**src/logic/countdown_guard_pkg.sv**
```systemverilog
/*
  package for the countdown guard: register map, field positions, reset values, timing counts.
  assumes a 125 MHz core clock and an APB register bus with 32-bit data.
*/
package countdown_guard_pkg;
  // ----------------------------------------------------------------------
  // register map
  // ----------------------------------------------------------------------
  localparam logic [7:0] guard_control_reg_addr = 8'h14;
  localparam logic [7:0] misc_control_three_addr = 8'h4C;
  localparam logic [7:0] guard_status_addr = 8'h50;
  localparam int arm_bit_pos = 7;
  localparam int counter_top_bit_pos = 6;
  localparam int halt_permit_bit_pos = 7;
  localparam logic [7:0] guard_control_reset = 8'h7F;
  localparam logic [6:0] counter_reset = 7'h7F;
  localparam logic [7:0] misc_control_three_reset = 8'h00;
  // ----------------------------------------------------------------------
  // timing
  // ----------------------------------------------------------------------
  localparam int clk_period_ns = 8;
  localparam int tick_cycles_default = 65536;
  localparam int wake_delay_cycles = 514;
  localparam int reset_pulse_ns = 500;
  localparam int reset_pulse_cycles = (reset_pulse_ns + clk_period_ns - 1) / clk_period_ns;
  localparam int prescale_width = 17;
  localparam int wake_width = 10;
  localparam int pulse_width = 7;

  // state of the halt / wake sequence
  typedef enum logic [2:0] {
    st_run  = 3'b001,
    st_halt = 3'b010,
    st_wake = 3'b100
  } halt_state_e;

  function automatic logic top_bit_falls(input logic [6:0] old_val, input logic [6:0] new_val);
    top_bit_falls = old_val[counter_top_bit_pos] && !new_val[counter_top_bit_pos];
  endfunction
endpackage

```
**src/logic/countdown_watchdog.sv**
```systemverilog
/*
  countdown watchdog: 7-bit free-running down counter behind an APB slave, with
  software or hardware arming, halt and wake handling and a stretched reset pulse.
  assumes the system resets this block through reset_in when reset_n_out falls,
  and that halt, wake and suspend indications come from pins of other domains.
*/
// The APB slave port is this design's own decision.
//
// Function
// in the software variant the guard leaves every reset disarmed and once armed only a reset disarms it.
// one write that sets the arm bit and clears the counter top bit resets the device at once; here only if the counter top bit was already set.
// in the hardware variant the guard is always active and the arm bit has no effect.
// wait mode leaves counting and reset generation unchanged.
// with halt permitted, halt is entered and the stopped guard neither counts nor resets until wake or reset.
// after a wake from halt the counter resumes only after 514 clock cycles.
// in usb suspend, entering halt never causes a guard reset.
// the arm bit is set by software, cleared only by reset, and gates every guard reset in the software variant.
// the counter holds the decremented value and a fall of its top bit (40h to 3Fh) triggers a reset.
// the control register resets to 7Fh.
// the control register sits at 14h with the arm bit at bit 7 and the counter in bits 6:0.
// software should reload the counter just before halting to avoid a reset after wake.
// the counter decrements every 65536 cycles, even while disarmed.
// a guard reset drives the reset pin low for about 500 ns.
// with halt not permitted and the guard active, a halt resets the device unless usb is suspended.
// a control write loads the counter directly and a zero arm bit leaves an armed guard armed.
`timescale 1ns/1ns
module countdown_watchdog
  import countdown_guard_pkg::*;
#(
  parameter int tick_cycles = tick_cycles_default
) (
  input wire logic clk_in,
  input wire logic reset_in,
  input wire logic clk_en_in,
  input wire logic hardware_variant_in,
  input wire logic wait_mode_in,
  input wire logic halt_request_in,
  input wire logic wake_irq_in,
  input wire logic usb_suspend_in,
  input wire logic psel_in,
  input wire logic penable_in,
  input wire logic pwrite_in,
  input wire logic [7:0] paddr_in,
  input wire logic [31:0] pwdata_in,
  output logic [31:0] prdata_out,
  output logic pready_out,
  output logic pslverr_out,
  output logic halted_out,
  output logic reset_n_out
);
  // ----------------------------------------------------------------------
  // pin synchronisers
  // ----------------------------------------------------------------------
  logic halt_sync;
  logic wake_sync;
  logic suspend_sync;
  logic hw_sync;
  logic wait_sync;

  guard_sync u_halt_sync (.clk_in(clk_in), .reset_in(reset_in), .async_in(halt_request_in), .sync_out(halt_sync));
  guard_sync u_wake_sync (.clk_in(clk_in), .reset_in(reset_in), .async_in(wake_irq_in), .sync_out(wake_sync));
  guard_sync u_susp_sync (.clk_in(clk_in), .reset_in(reset_in), .async_in(usb_suspend_in), .sync_out(suspend_sync));
  guard_sync u_hw_sync (.clk_in(clk_in), .reset_in(reset_in), .async_in(hardware_variant_in), .sync_out(hw_sync));
  guard_sync u_wait_sync (.clk_in(clk_in), .reset_in(reset_in), .async_in(wait_mode_in), .sync_out(wait_sync));

  // ----------------------------------------------------------------------
  // state
  // ----------------------------------------------------------------------
  logic arm_bit;
  logic [6:0] counter;
  logic halt_permit_bit;
  logic hw_variant;
  logic hw_captured;
  logic [1:0] hw_settle;
  logic [prescale_width-1:0] prescale;
  logic [wake_width-1:0] wake_count;
  logic halt_seen;
  logic trigger;
  halt_state_e state;
  halt_state_e next_state;

  // ----------------------------------------------------------------------
  // bus decode
  // ----------------------------------------------------------------------
  wire bus_access = psel_in && penable_in;
  wire hit_control = (paddr_in == guard_control_reg_addr);
  wire hit_misc = (paddr_in == misc_control_three_addr);
  wire hit_status = (paddr_in == guard_status_addr);
  wire addr_mapped = hit_control || hit_misc || hit_status;
  wire write_control = bus_access && pwrite_in && hit_control && clk_en_in;
  wire write_misc = bus_access && pwrite_in && hit_misc && clk_en_in;

  // wait mode does not feed the count; only an assertion watches it
  wire guard_active = hw_variant || arm_bit;
  wire running = (state == st_run);
  wire tick = running && (prescale == prescale_width'(tick_cycles - 1));
  wire [6:0] decremented = counter - 7'h01;
  wire [6:0] next_counter = write_control ? pwdata_in[6:0] : (tick ? decremented : counter);
  wire next_arm = write_control ? (arm_bit || pwdata_in[arm_bit_pos]) : arm_bit;
  wire next_active = hw_variant || next_arm;
  wire halt_edge = halt_sync && !halt_seen;
  wire halt_reset = running && halt_edge && guard_active && !halt_permit_bit && !suspend_sync;
  wire expiry = next_active && top_bit_falls(counter, next_counter);
  wire next_trigger = clk_en_in && !trigger && (expiry || halt_reset);

  // ----------------------------------------------------------------------
  // halt and wake sequence
  // ----------------------------------------------------------------------
  always_comb begin
    next_state = state;
    case (state)
      st_run: begin
        if (halt_edge && !halt_reset) begin
          next_state = st_halt;
        end
      end
      st_halt: begin
        if (wake_sync) begin
          next_state = st_wake;
        end
      end
      st_wake: begin
        if (wake_count == wake_width'(wake_delay_cycles - 1)) begin
          next_state = st_run;
        end
      end
      default: next_state = st_run;
    endcase
  end

  always_ff @(posedge clk_in or posedge reset_in) begin
    if (reset_in) begin
      state <= st_run;
      wake_count <= '0;
      halt_seen <= 1'b0;
    end else if (clk_en_in) begin
      state <= next_state;
      halt_seen <= halt_sync;
      wake_count <= (state == st_wake) ? wake_count + 1'b1 : '0;
    end
  end

  // ----------------------------------------------------------------------
  // counter, prescaler and control bits
  // ----------------------------------------------------------------------
  // the variant strap is caught once after reset release, never under reset
  always_ff @(posedge clk_in or posedge reset_in) begin
    if (reset_in) begin
      hw_variant <= 1'b0;
      hw_captured <= 1'b0;
      hw_settle <= 2'h0;
    end else if (clk_en_in && !hw_captured) begin
      hw_settle <= hw_settle + 2'h1;
      // the synchroniser shows zero for two edges after release, so let it fill first
      if (hw_settle == 2'h2) begin
        hw_variant <= hw_sync;
        hw_captured <= 1'b1;
      end
    end
  end

  always_ff @(posedge clk_in or posedge reset_in) begin
    if (reset_in) begin
      arm_bit <= guard_control_reset[arm_bit_pos];
      counter <= counter_reset;
      halt_permit_bit <= misc_control_three_reset[halt_permit_bit_pos];
      prescale <= '0;
    end else if (clk_en_in) begin
      arm_bit <= next_arm;
      counter <= next_counter;
      if (write_misc) begin
        halt_permit_bit <= pwdata_in[halt_permit_bit_pos];
      end
      // the prescaler stands still while the oscillator is halted
      if (running) begin
        prescale <= tick ? '0 : prescale + 1'b1;
      end
    end
  end

  always_ff @(posedge clk_in or posedge reset_in) begin
    if (reset_in) begin
      trigger <= 1'b0;
    end else begin
      trigger <= next_trigger;
    end
  end

  guard_pulse u_pulse (
    .clk_in(clk_in),
    .reset_in(reset_in),
    .trigger_in(trigger),
    .reset_n_out(reset_n_out)
  );

  // ----------------------------------------------------------------------
  // apb read path
  // ----------------------------------------------------------------------
  wire [7:0] control_view = {arm_bit, counter};
  wire [7:0] misc_view = {halt_permit_bit, 7'h00};
  wire [7:0] status_view = {5'h00, hw_variant, guard_active, !running};
  wire [7:0] read_view = hit_control ? control_view : (hit_misc ? misc_view : status_view);

  always_ff @(posedge clk_in or posedge reset_in) begin
    if (reset_in) begin
      prdata_out <= 32'h0000_0000;
    end else if (psel_in && !penable_in && !pwrite_in) begin
      prdata_out <= addr_mapped ? {24'h000000, read_view} : 32'h0000_0000;
    end
  end

  assign pready_out = clk_en_in;
  assign pslverr_out = bus_access && !addr_mapped;
  assign halted_out = !running;

  // kept apart from wake_count, so the length check below does not just echo it
  logic [wake_width-1:0] wake_span;

  always_ff @(posedge clk_in or posedge reset_in) begin
    if (reset_in) begin
      wake_span <= '0;
    end else if (clk_en_in) begin
      wake_span <= (running || state == st_halt) ? '0 : wake_span + 1'b1;
    end
  end
endmodule // countdown_watchdog

```
**src/logic/guard_pulse.sv**
```systemverilog
/*
  stretches a one-cycle trigger into a low-going reset pulse of a fixed length.
  assumes a single clock; runs regardless of clock enable so the pulse completes.
*/
`timescale 1ns/1ns
module guard_pulse
  import countdown_guard_pkg::*;
(
  input wire logic clk_in,
  input wire logic reset_in,
  input wire logic trigger_in,
  output logic reset_n_out
);
  logic [pulse_width-1:0] remaining;
  wire pulse_active = (remaining != '0);

  always_ff @(posedge clk_in or posedge reset_in) begin
    if (reset_in) begin
      remaining <= '0;
      reset_n_out <= 1'b1;
    end else begin
      if (trigger_in) begin
        remaining <= pulse_width'(reset_pulse_cycles);
      end else if (pulse_active) begin
        remaining <= remaining - 1'b1;
      end
      reset_n_out <= !(trigger_in || (pulse_active && remaining != 1));
    end
  end
endmodule // guard_pulse

```
**src/logic/guard_sync.sv**
```systemverilog
/*
  two flip-flop synchroniser for one level.
  assumes the input is asynchronous to clk_in.
*/
`timescale 1ns/1ns
module guard_sync (
  input wire logic clk_in,
  input wire logic reset_in,
  input wire logic async_in,
  output logic sync_out
);
  logic stage_one;

  always_ff @(posedge clk_in or posedge reset_in) begin
    if (reset_in) begin
      stage_one <= 1'b0;
      sync_out <= 1'b0;
    end else begin
      stage_one <= async_in;
      sync_out <= stage_one;
    end
  end
endmodule // guard_sync

```
**config.mk**
```make
export PLATFORM = sky130hd
export DESIGN_NAME = countdown_watchdog
export DESIGN_NICKNAME = d
export VERILOG_FILES = /design/src/logic/countdown_guard_pkg.sv /design/src/logic/countdown_watchdog.sv /design/src/logic/guard_pulse.sv /design/src/logic/guard_sync.sv
export SDC_FILE = /design/constraint.sdc
export NUM_CORES = 1
export LEC_CHECK = 0
export ABC_AREA = 1
export BUFFER_PORTS_ARGS = -buffer_cell sky130_fd_sc_hd__clkbuf_2
export CORE_ASPECT_RATIO = 1.75
export CORE_MARGIN = 4
export CORE_UTILIZATION = 45
export CTS_BUF_LIST = sky130_fd_sc_hd__clkbuf_16
export CTS_CLUSTER_SIZE = 10
export DETAILED_ROUTE_END_ITERATION = 6
export HOLD_SLACK_MARGIN = 0.05
export PLACE_DENSITY = 0.68
export SLEW_MARGIN = 15
export SYNTH_ARGS = -nofsm -noshare
export SYNTH_HDL_FRONTEND = slang
export SYNTH_HIERARCHICAL = 1
export SYNTH_SLANG_ARGS = --single-unit
```
**constraint.sdc**
```tcl
create_clock -name clk_in -period 3.15 [get_ports clk_in]
set_input_delay 0.63 -clock clk_in [delete_from_list [all_inputs] [get_ports clk_in]]
set_output_delay 0.63 -clock clk_in [all_outputs]
set_load 0.01 [all_outputs]
```
==> impl_metrics.ini, run 1 <==
[run_status]
status = complete, no violations

[logic_synthesis]
synthSimpleGateAreaFrac_pct = 31.7
yosys.area_share.xor_xnor_pct = 3.10
synth_edf_count = 0
yosys.cell_count.top_type = nand2_1
synth-compound-area-share_pct = 6.29
ys_seq_area_share_pct = 43.9
synthCells = 482
ys_types = 43
synthTopCellsByArea = dfrtp_1 (38%), nand2_1 (10%), dfstp_2 (6.0%)
yosys-top-cells-count = nand2_1 (105), dfrtp_1 (60), inv_1 (59)
synth-seq-cells = 69
synth_area_um2 = 3960
syn-mean-instance-area_um2 = 8.21
yosys.area.top_type = dfrtp_1
synth_mux_area_share_pct = 0.253
async_flop_share_pct = 100
yosys_warnings = 6
yosys.area_share.adder_pct = 2.53
synth_top_family_by_area = simple AND/OR/NAND/NOR gates
yosysTopAreaCellShare_pct = 37.9
synthFlopType = dfrtp_1

[grt]
grt-ovfl-total = 0
antenna_found_initial = 0
grt_pass1_wl_um = 13500
grt_max_degree = 54
grt_use_total_pct = 16.3
grt_pass1_vias = 3097

[place]
port_buffers = 37
place.gp.congestion = 0.837
hpwl_um = 6120
dp_cells = 632

[min_path]
min_path_type = primary input to asynchronous set/reset pin

[timing]
timing.final.crit_share_pct = 73.0
rsz0062_at_grt = no
clock_skew_ns = 0.00769
hold_ws_ns = 0.208
finalHoldViolCount = 0
max_slew.worst_pin.slew_ns = 0.672
max_freq_ghz = 0.435
finalSetupViolations = 0
maxSlewViolCount = 0
fin_crit_ns = 2.30
setup_tns_ns = 0
slew_headroom_pct = 55.2

[clock_tree]
cts_tree = yes
htree_num_levels = 3
postCtsHoldBufs = 0
cts_resized = 0
clock_path_buffers = 2
insertion_delay_ns = 0.33
cts_setup_buffers = 0
clkSinkCount = 69
path_clk_slew_ns = 0.06
numCtsBuffers = 9
cts-root-buf = clkbuf_16

[floorplan]
core_area_um2 = 8610
initial_utilization_pct = 46.0
die_x_um = 78.9
die_h_um = 132
io_pins = 87
rows = 45
die_area_um2 = 10400

[pwr]
p_leak_nw = 2.24
peakVddDrop_uv = 328
powerDensity_nw_per_um2 = 615

[drt]
wl_per_cell_um = 12.2
drtIter0Drc = 132
drcViolationCount = 0
first_pass_iters = 4
final_antenna_net_count = 0
wirelength_um = 7910
viasPerCell = 4.87
vias = 3154

[final_layout]
drive_gt1_share_pct = 21.8
layout.nets = 585
fin_cells = 648
syn_to_final_growth_pct = 13.1
fill_cells = 821
diodes = 0

[worst_setup_path]
crit_path_cell_trace = clkbuf_2 > inv_1 > nor2_1 > nand2_1 > nor2_2 > inv_2 > nand2_1 > a31o_2 > nor2_1 > clkbuf_2
slowest_delay_ns = 0.27
required_ns = 2.52
arrival_ns = 1.67
critPathKind = primary input to output port
crit_path_start_kind = primary input
end_kind = output port
crit_fanout = 8
slowest_stage = a31o_2

[job]
max-cap-violations = 0
==> cells by family after synthesis <==
group | after synthesis
xor gates and xnor gates | 14
and+or+nand+nor | 249
adders and majority gates | 8
AOI/OAI and AO/OA | 42
buffers and inverters | 98
other | 1
muxes | 1
DFF | 69
==> routing by layer <==
layer | track usage (%) | up-vias | routed length [µm]
met4 | 10.5 | 0 | 330
met5 | 0 | - | 0
met3 | 2.60 | 28 | 317
met1 | 16.9 | 1483 | 2980
li1 | - | 1574 | -
met2 | 29.4 | 69 | 4280
==> sequential cells by signal, summed over array words and instances (netlist names), 2 cells and up <==
name and cells:
u_pulse/remaining 7, counter 7, hw_settle 2, wake_count 10
state 3, prdata_out 8, prescale 17
==> power by group <==
group	total (mW)	internal, mW	switching, mW
combinational	0.603	0.207	0.396
sequential	1.12	1.00	0.118
clock	1.03	0.622	0.407
==> cell usage in the layout, fill, tap and decap left out, types with 5 or more instances in the layout <==
| cell | count |
|---|---|
| dfrtp_1 | 60 |
| o21ai_1 | 7 |
| conb_1 | 24 |
| nand4_1 | 7 |
| nor2_4 | 9 |
| nor2_1 | 45 |
| nor3_1 | 6 |
| xor2_1 | 9 |
| ha_1 | 8 |
| xnor2_1 | 5 |
| clkbuf_2 | 37 |
| nand2_1 | 105 |
| a21oi_1 | 12 |
| inv_2 | 8 |
| nand3_1 | 42 |
| nor2_2 | 5 |
| dfstp_2 | 9 |
| nand2_2 | 12 |
| nor3_2 | 7 |
| o21ai_0 | 10 |
| clkbuf_16 | 9 |
| inv_1 | 58 |
==> area by class of cell <==
class	count	area [µm²]	area share, %
Multi-Input combinational cell	338	1830	40.8
Timing Repair Buffer	39	200	4.47
Sequential cell	69	1740	38.8
Clock buffer	9	225	5.03
Inverter	69	260	5.81
Clock inverter	7	80.1	1.79
Tap cell	117	146	3.27
==> worst max-delay path: cells and delay by family <==
kind	cells	cell delay [ns]
AND/OR/NAND/NOR	5	0.36
buffers and inverters	4	0.40
AO/OA/AOI/OAI	1	0.27
==> per-stage QoR <==
stage                     setup slack (ns)  cell area (µm²)  util, %  power [mW]
after floorplan                       1.09             4050        -        1.63
after global placement               0.861             4170     48.4        1.72
after detailed placement             0.843             4170     48.4        1.74
after CTS                            0.835             4480     52.0        2.79
after global routing                 0.762             4480     52.0        2.92
final                                0.852             4480     52.0        2.75
==> worst paths after layout <==
| kind | from | to | slack [ns] | cells past startpoint |
|---|---|---|---|---|
| setup / recovery | paddr_in[2] | pslverr_out | 0.85 | 10 |
| hold / removal | reset_in | u_hw_sync/sync_out | 0.21 | 2 |
| setup reg to reg | state[0] | prescale[13] | 1.33 | 9 |
| hold reg to reg | u_hw_sync/stage_one | u_hw_sync/sync_out | 0.35 | 0 |
| max in group asynchronous | reset_in | prescale[6] | 2.16 | 3 |
| min in group clk_in | u_hw_sync/stage_one | u_hw_sync/sync_out | 0.35 | 0 |
No activity file was read; power rests on OpenSTA's default activity.
==> run 2: changes to the inputs <==
--- a/config.mk
+++ b/config.mk
@@ -5,7 +5,7 @@
 export SDC_FILE = /design/constraint.sdc
 export NUM_CORES = 1
 export LEC_CHECK = 0
-export ABC_AREA = 1
+export ABC_AREA = 0
 export BUFFER_PORTS_ARGS = -buffer_cell sky130_fd_sc_hd__clkbuf_2
 export CORE_ASPECT_RATIO = 1.75
 export CORE_MARGIN = 4
@@ -14,7 +14,7 @@
 export CTS_CLUSTER_SIZE = 10
 export DETAILED_ROUTE_END_ITERATION = 6
 export HOLD_SLACK_MARGIN = 0.05
-export PLACE_DENSITY = 0.68
+export PLACE_DENSITY = 0.69
 export SLEW_MARGIN = 15
 export SYNTH_ARGS = -nofsm -noshare
 export SYNTH_HDL_FRONTEND = slang
==> constraint.sdc (replaced) <==
create_clock -name clk_in -period 2.3 [get_ports clk_in]
set_input_delay 0.46 -clock clk_in [delete_from_list [all_inputs] [get_ports clk_in]]
set_output_delay 0.46 -clock clk_in [all_outputs]
set_load 0.01 [all_outputs]
==> impl_metrics.ini, run 2 <==
[place]
hpwl_um = 5570
pre_cts_slack_ns = 0.228
place.gp.congestion = 0.831
port_buffers = 37

[timing]
finalSetupViolations = 0
layout_setup_ws_ns = 0.217
rsz0062_at_grt = no
setup_tns_ns = 0
finalHoldViolCount = 0
slew_headroom_pct = 57.8
timing.final.crit_share_pct = 90.6
hold_ws_ns = 0.237
clock_skew_ns = 0.00904
fin_crit_ns = 2.08
maxSlewViolCount = 0
max_freq_ghz = 0.480
max_slew.worst_pin.slew_ns = 0.627

[clock_tree]
cts_resized = 0
numCtsBuffers = 9
cts_tree = yes
htree_num_levels = 3
clock_path_buffers = 2
insertion_delay_ns = 0.33
cts-root-buf = clkbuf_16
path_clk_slew_ns = 0.06
clkSinkCount = 69

[job]
max-cap-violations = 0

[logic_synthesis]
ys_types = 65
synth_edf_count = 0
synthCells = 375
synth_area_um2 = 3710
ys_seq_area_share_pct = 46.9
syn-mean-instance-area_um2 = 9.89
synthTopCellsByArea = dfrtp_1 (40%), dfstp_2 (6.4%), buf_4 (5.1%)
yosys-top-cells-count = dfrtp_1 (60), nor2_1 (30), nand2_1 (28)
synth-seq-cells = 69
yosys.cell_count.top_type = dfrtp_1
async_flop_share_pct = 100
yosys_warnings = 6
yosysTopAreaCellShare_pct = 40.5
yosys.area.top_type = dfrtp_1
synthFlopType = dfrtp_1

[grt]
antenna_found_initial = 0
grt_max_degree = 22
grt_use_total_pct = 16.3
grt_pass1_wl_um = 12800
grt_pass1_vias = 2844
grt-ovfl-total = 0

[final_layout]
syn_to_final_growth_pct = 15.4
top_regs = prescale x17, wake_count x10, prdata_out x8
layout_commonest_cell = dfrtp_1
layout.nets = 480
layout_common_cells = dfrtp_1 (60), clkbuf_2 (37), nor2_1 (30)
drive_gt1_share_pct = 21.1
top_register = prescale
diodes = 0
largest_reg_flops = 17

[worst_setup_path]
critical-path-top-delay-family = flip-flops
crit_path_cell_trace = or3b_2 > clkbuf_2
arrival_ns = 1.62
crit_fanout = 6
slowest_stage = dfstp_2
end_kind = output port
crit_buf_inv = 1
crit_path_start_kind = flop
slowest_delay_ns = 0.57
critPathKind = flop to output port
required_ns = 1.84

[drt]
wl_per_cell_um = 14.5
vias = 2880
first_pass_iters = 4
viasPerCell = 5.58
final_antenna_net_count = 0
drtIter0Drc = 179
drcViolationCount = 0
wirelength_um = 7500

[pwr]
powerDensity_nw_per_um2 = 922
peakVddDrop_uv = 523
p_leak_nw = 1.99

[run_status]
status = complete, no violations

[min_path]
min_path_type = primary input to flop

[floorplan]
initial_utilization_pct = 46.6
io_pins = 87
rows = 43
core_area_um2 = 7960
die_x_um = 76.6
die_h_um = 128
die_area_um2 = 9810
-- run 2: layout make-up --
cell class | instances | area [µm²]
inverters | 19 | 71.3
flip-flops and latches | 69 | 1740
well taps | 90 | 113
fillers | 717 | 3680
multi-input cells | 274 | 1750
clock inverters | 7 | 114
clock buffers | 9 | 225
repair buffers | 48 | 270
-- run 2: metrics by stage --
stage | utilization, % | instance area [µm²] | instances | power [mW]
floorplan | - | 3790 | 398 | 2.19
global placement | 49.4 | 3930 | 499 | 2.36
detailed placement | 49.4 | 3930 | 499 | 2.40
global route | 53.7 | 4280 | 516 | 4.16
finish | 53.7 | 4280 | 516 | 3.95
CTS | 53.7 | 4280 | 516 | 3.98
-- run 2: final timing paths --
path | to | cells past startpoint | start | slack (ns)
setup / recovery | halted_out | 2 | state[0] | 0.22
hold / removal | u_hw_sync/stage_one | 1 | hardware_variant_in | 0.24
setup reg to reg | counter[4] | 4 | prescale[5] | 0.26
hold reg to reg | u_wake_sync/sync_out | 0 | u_wake_sync/stage_one | 0.34
max in group asynchronous | counter[3] | 4 | reset_in | 0.90
min in group asynchronous | u_wake_sync/sync_out | 3 | reset_in | 0.58
-- run 2: per-layer routing --
layer / track usage [%] / vias to the layer above / part of all wire [%]
met4: 8.54 / 0 / 2.6
met3: 3.59 / 12 / 4.8
met5: 0 / - / 0
met1: 16.8 / 1409 / 40
li1: - / 1383 / -
met2: 30.4 / 76 / 53
-- run 2: kinds of logic after synthesis --
group                      synth area share (%)
and+or+nand+nor                            24.0
DFF                                        46.9
AOI/OAI and AO/OA                          11.2
buffers and inverters                      8.33
xor gates and xnor gates                   4.49
adders and majority gates                  2.70
muxes                                      2.33
other                                     0.101
-- run 2: worst reg2reg max path: stages (launching register included) --
cell and delay (ns):
dfrtp_1 0.42, nand4_2 0.20, or4_4 0.65, or4_1 0.52, a31oi_1 0.18
-- run 2: power breakdown --
part           internal (mW)  switching (mW)
Clock                   1.05           0.508
Sequential              1.39           0.198
Combinational          0.367           0.426
Total                   2.81            1.13
-- run 2: what timing repair did --
item | 4_1_cts | 5_1_grt
endpoints found under the hold margin | 8 | 0
endpoints found under the setup margin | 0 | 0
hold buffers | 1 | 0
buffers inserted | 0 | 0
==> run 3: changes to the inputs <==
--- a/config.mk
+++ b/config.mk
@@ -10,8 +10,7 @@
 export CORE_ASPECT_RATIO = 1.75
 export CORE_MARGIN = 4
 export CORE_UTILIZATION = 45
-export CTS_BUF_LIST = sky130_fd_sc_hd__clkbuf_16
-export CTS_CLUSTER_SIZE = 10
+export CTS_CLUSTER_SIZE = 28
 export DETAILED_ROUTE_END_ITERATION = 6
 export HOLD_SLACK_MARGIN = 0.05
 export PLACE_DENSITY = 0.69
==> impl_metrics.ini, run 3 (synthesis results as in run 2) <==
[drt]
final_antenna_net_count = 0
drtIter0Drc = 197
drcViolationCount = 0
first_pass_iters = 4
wirelength_um = 7500
vias = 2878
viasPerCell = 5.58
wl_per_cell_um = 14.5

[final_layout]
largest_reg_flops = 17
fill_cells = 715
multi_input_area_um2 = 1750
fin_cells = 516
top_register = prescale
diodes = 0
layout_commonest_cell = dfrtp_1
drive_gt1_share_pct = 21.4
layout.nets = 480
syn_to_final_growth_pct = 15.7
top_regs = prescale x17, wake_count x10, prdata_out x8
layout_common_cells = dfrtp_1 (60), clkbuf_2 (37), nor2_1 (30)
seqCellArea_um2 = 1740

[worst_setup_path]
slowest_stage = dfstp_2
slowest_delay_ns = 0.57
critPathKind = flop to output port
critical-path-top-delay-family = flip-flops
crit_buf_inv = 1
reg2regPathDepth = 4
end_kind = output port
crit_path_start_kind = flop
crit_path_cell_trace = or3b_2 > clkbuf_2
reg2reg_from = prescale[4]
r2r_slack_ns = 0.26
reg2reg_to = counter[4]
crit_fanout = 6
arrival_ns = 1.62
required_ns = 1.84

[place]
port_buffers = 37
pre_cts_slack_ns = 0.228
hpwl_um = 5570
dp_cells = 499
place.gp.congestion = 0.831

[run_status]
status = complete, no violations

[timing]
setup_tns_ns = 0
fin_crit_ns = 2.08
timing.final.crit_share_pct = 90.4
finalSetupViolations = 0
finalHoldViolCount = 0
rsz0062_at_grt = no
hold_ws_ns = 0.238
slew_headroom_pct = 57.9
layout_setup_ws_ns = 0.220
max_slew.worst_pin.slew_ns = 0.626
max_freq_ghz = 0.481
clock_skew_ns = 0.00818
maxSlewViolCount = 0

[clock_tree]
numCtsBuffers = 9
clkSinkCount = 69
cts_tree = yes
htree_num_levels = 3
insertion_delay_ns = 0.33
path_clk_slew_ns = 0.06
cts-root-buf = clkbuf_16
clock_path_buffers = 2

[floorplan]
die_x_um = 76.6
rows = 43
die_h_um = 128
die_area_um2 = 9810
io_pins = 87
core_area_um2 = 7960
initial_utilization_pct = 46.6

[grt]
grt_use_total_pct = 16.3
grt_pass1_wl_um = 12900
grt_max_degree = 22
grt_pass1_vias = 2848
grt-ovfl-total = 0
antenna_found_initial = 0

[min_path]
hp-start = hardware_variant_in
min_path_type = primary input to flop
whs_path_depth = 1
whs_endpoint = u_hw_sync/stage_one

[job]
max-cap-violations = 0

[pwr]
p_leak_nw = 1.99
powerDensity_nw_per_um2 = 929
peakVddDrop_uv = 498
power.total_mw = 3.98
run 3: changes by cell type in the layout (fill, tap and decap cells not counted), sizes merged:
cell | before | now
inv | 21 | 20
clkinv | 1 | 0
clkbuf | 46 | 48
run 3: how the worst max path moves through the flow:
stage                startpoint    endpoint  slack [ns]  cells after the start
floorplan           paddr_in[1]  counter[0]        0.34                      6
global placement    paddr_in[1]     trigger        0.25                      5
detailed placement  paddr_in[1]  counter[6]        0.23                      6
CTS                    state[0]  halted_out        0.21                      2
global route        prescale[4]  counter[5]        0.13                      4
finish                 state[0]  halted_out        0.22                      2
run 3: through the flow:
step / area (µm²) / util [%]
3_3_place_gp: 3930 / 49.4
4_1_cts: 4290 / 53.9
2_1_floorplan: 3790 / -
6_report: 4290 / 53.9
5_1_grt: 4290 / 53.9
3_5_place_dp: 3930 / 49.4
run 3: report_power, final:
| part | switching [mW] | internal (mW) | total [mW] |
|---|---|---|---|
| Combinational | 0.425 | 0.367 | 0.792 |
| Clock | 0.508 | 1.09 | 1.60 |
| Sequential | 0.198 | 1.39 | 1.59 |
| Total | 1.13 | 2.85 | 3.98 |
run 3: metal layers:
layer	vias to the layer above	track usage [%]	share of wire (%)
met1	1403	16.8	39
met2	82	30.4	53
met5	-	0	0
met4	0	7.58	2.7
met3	13	4.43	5.1
li1	1380	-	-
run 3: timing repair:
item | 4_1_cts | 5_1_grt
hold endpoints to repair | 8 | 0
gates resized for setup | 0 | 0
buffers inserted | 0 | 0
hold buffers | 1 | 0
run 3: layout make-up:
type / count / area share [%]
Tap cell: 90 / 2.63
Multi-Input combinational cell: 274 / 40.8
Clock buffer: 11 / 5.66
Timing Repair Buffer: 48 / 6.30
Inverter: 19 / 1.66
Sequential cell: 69 / 40.5
Clock inverter: 5 / 2.48
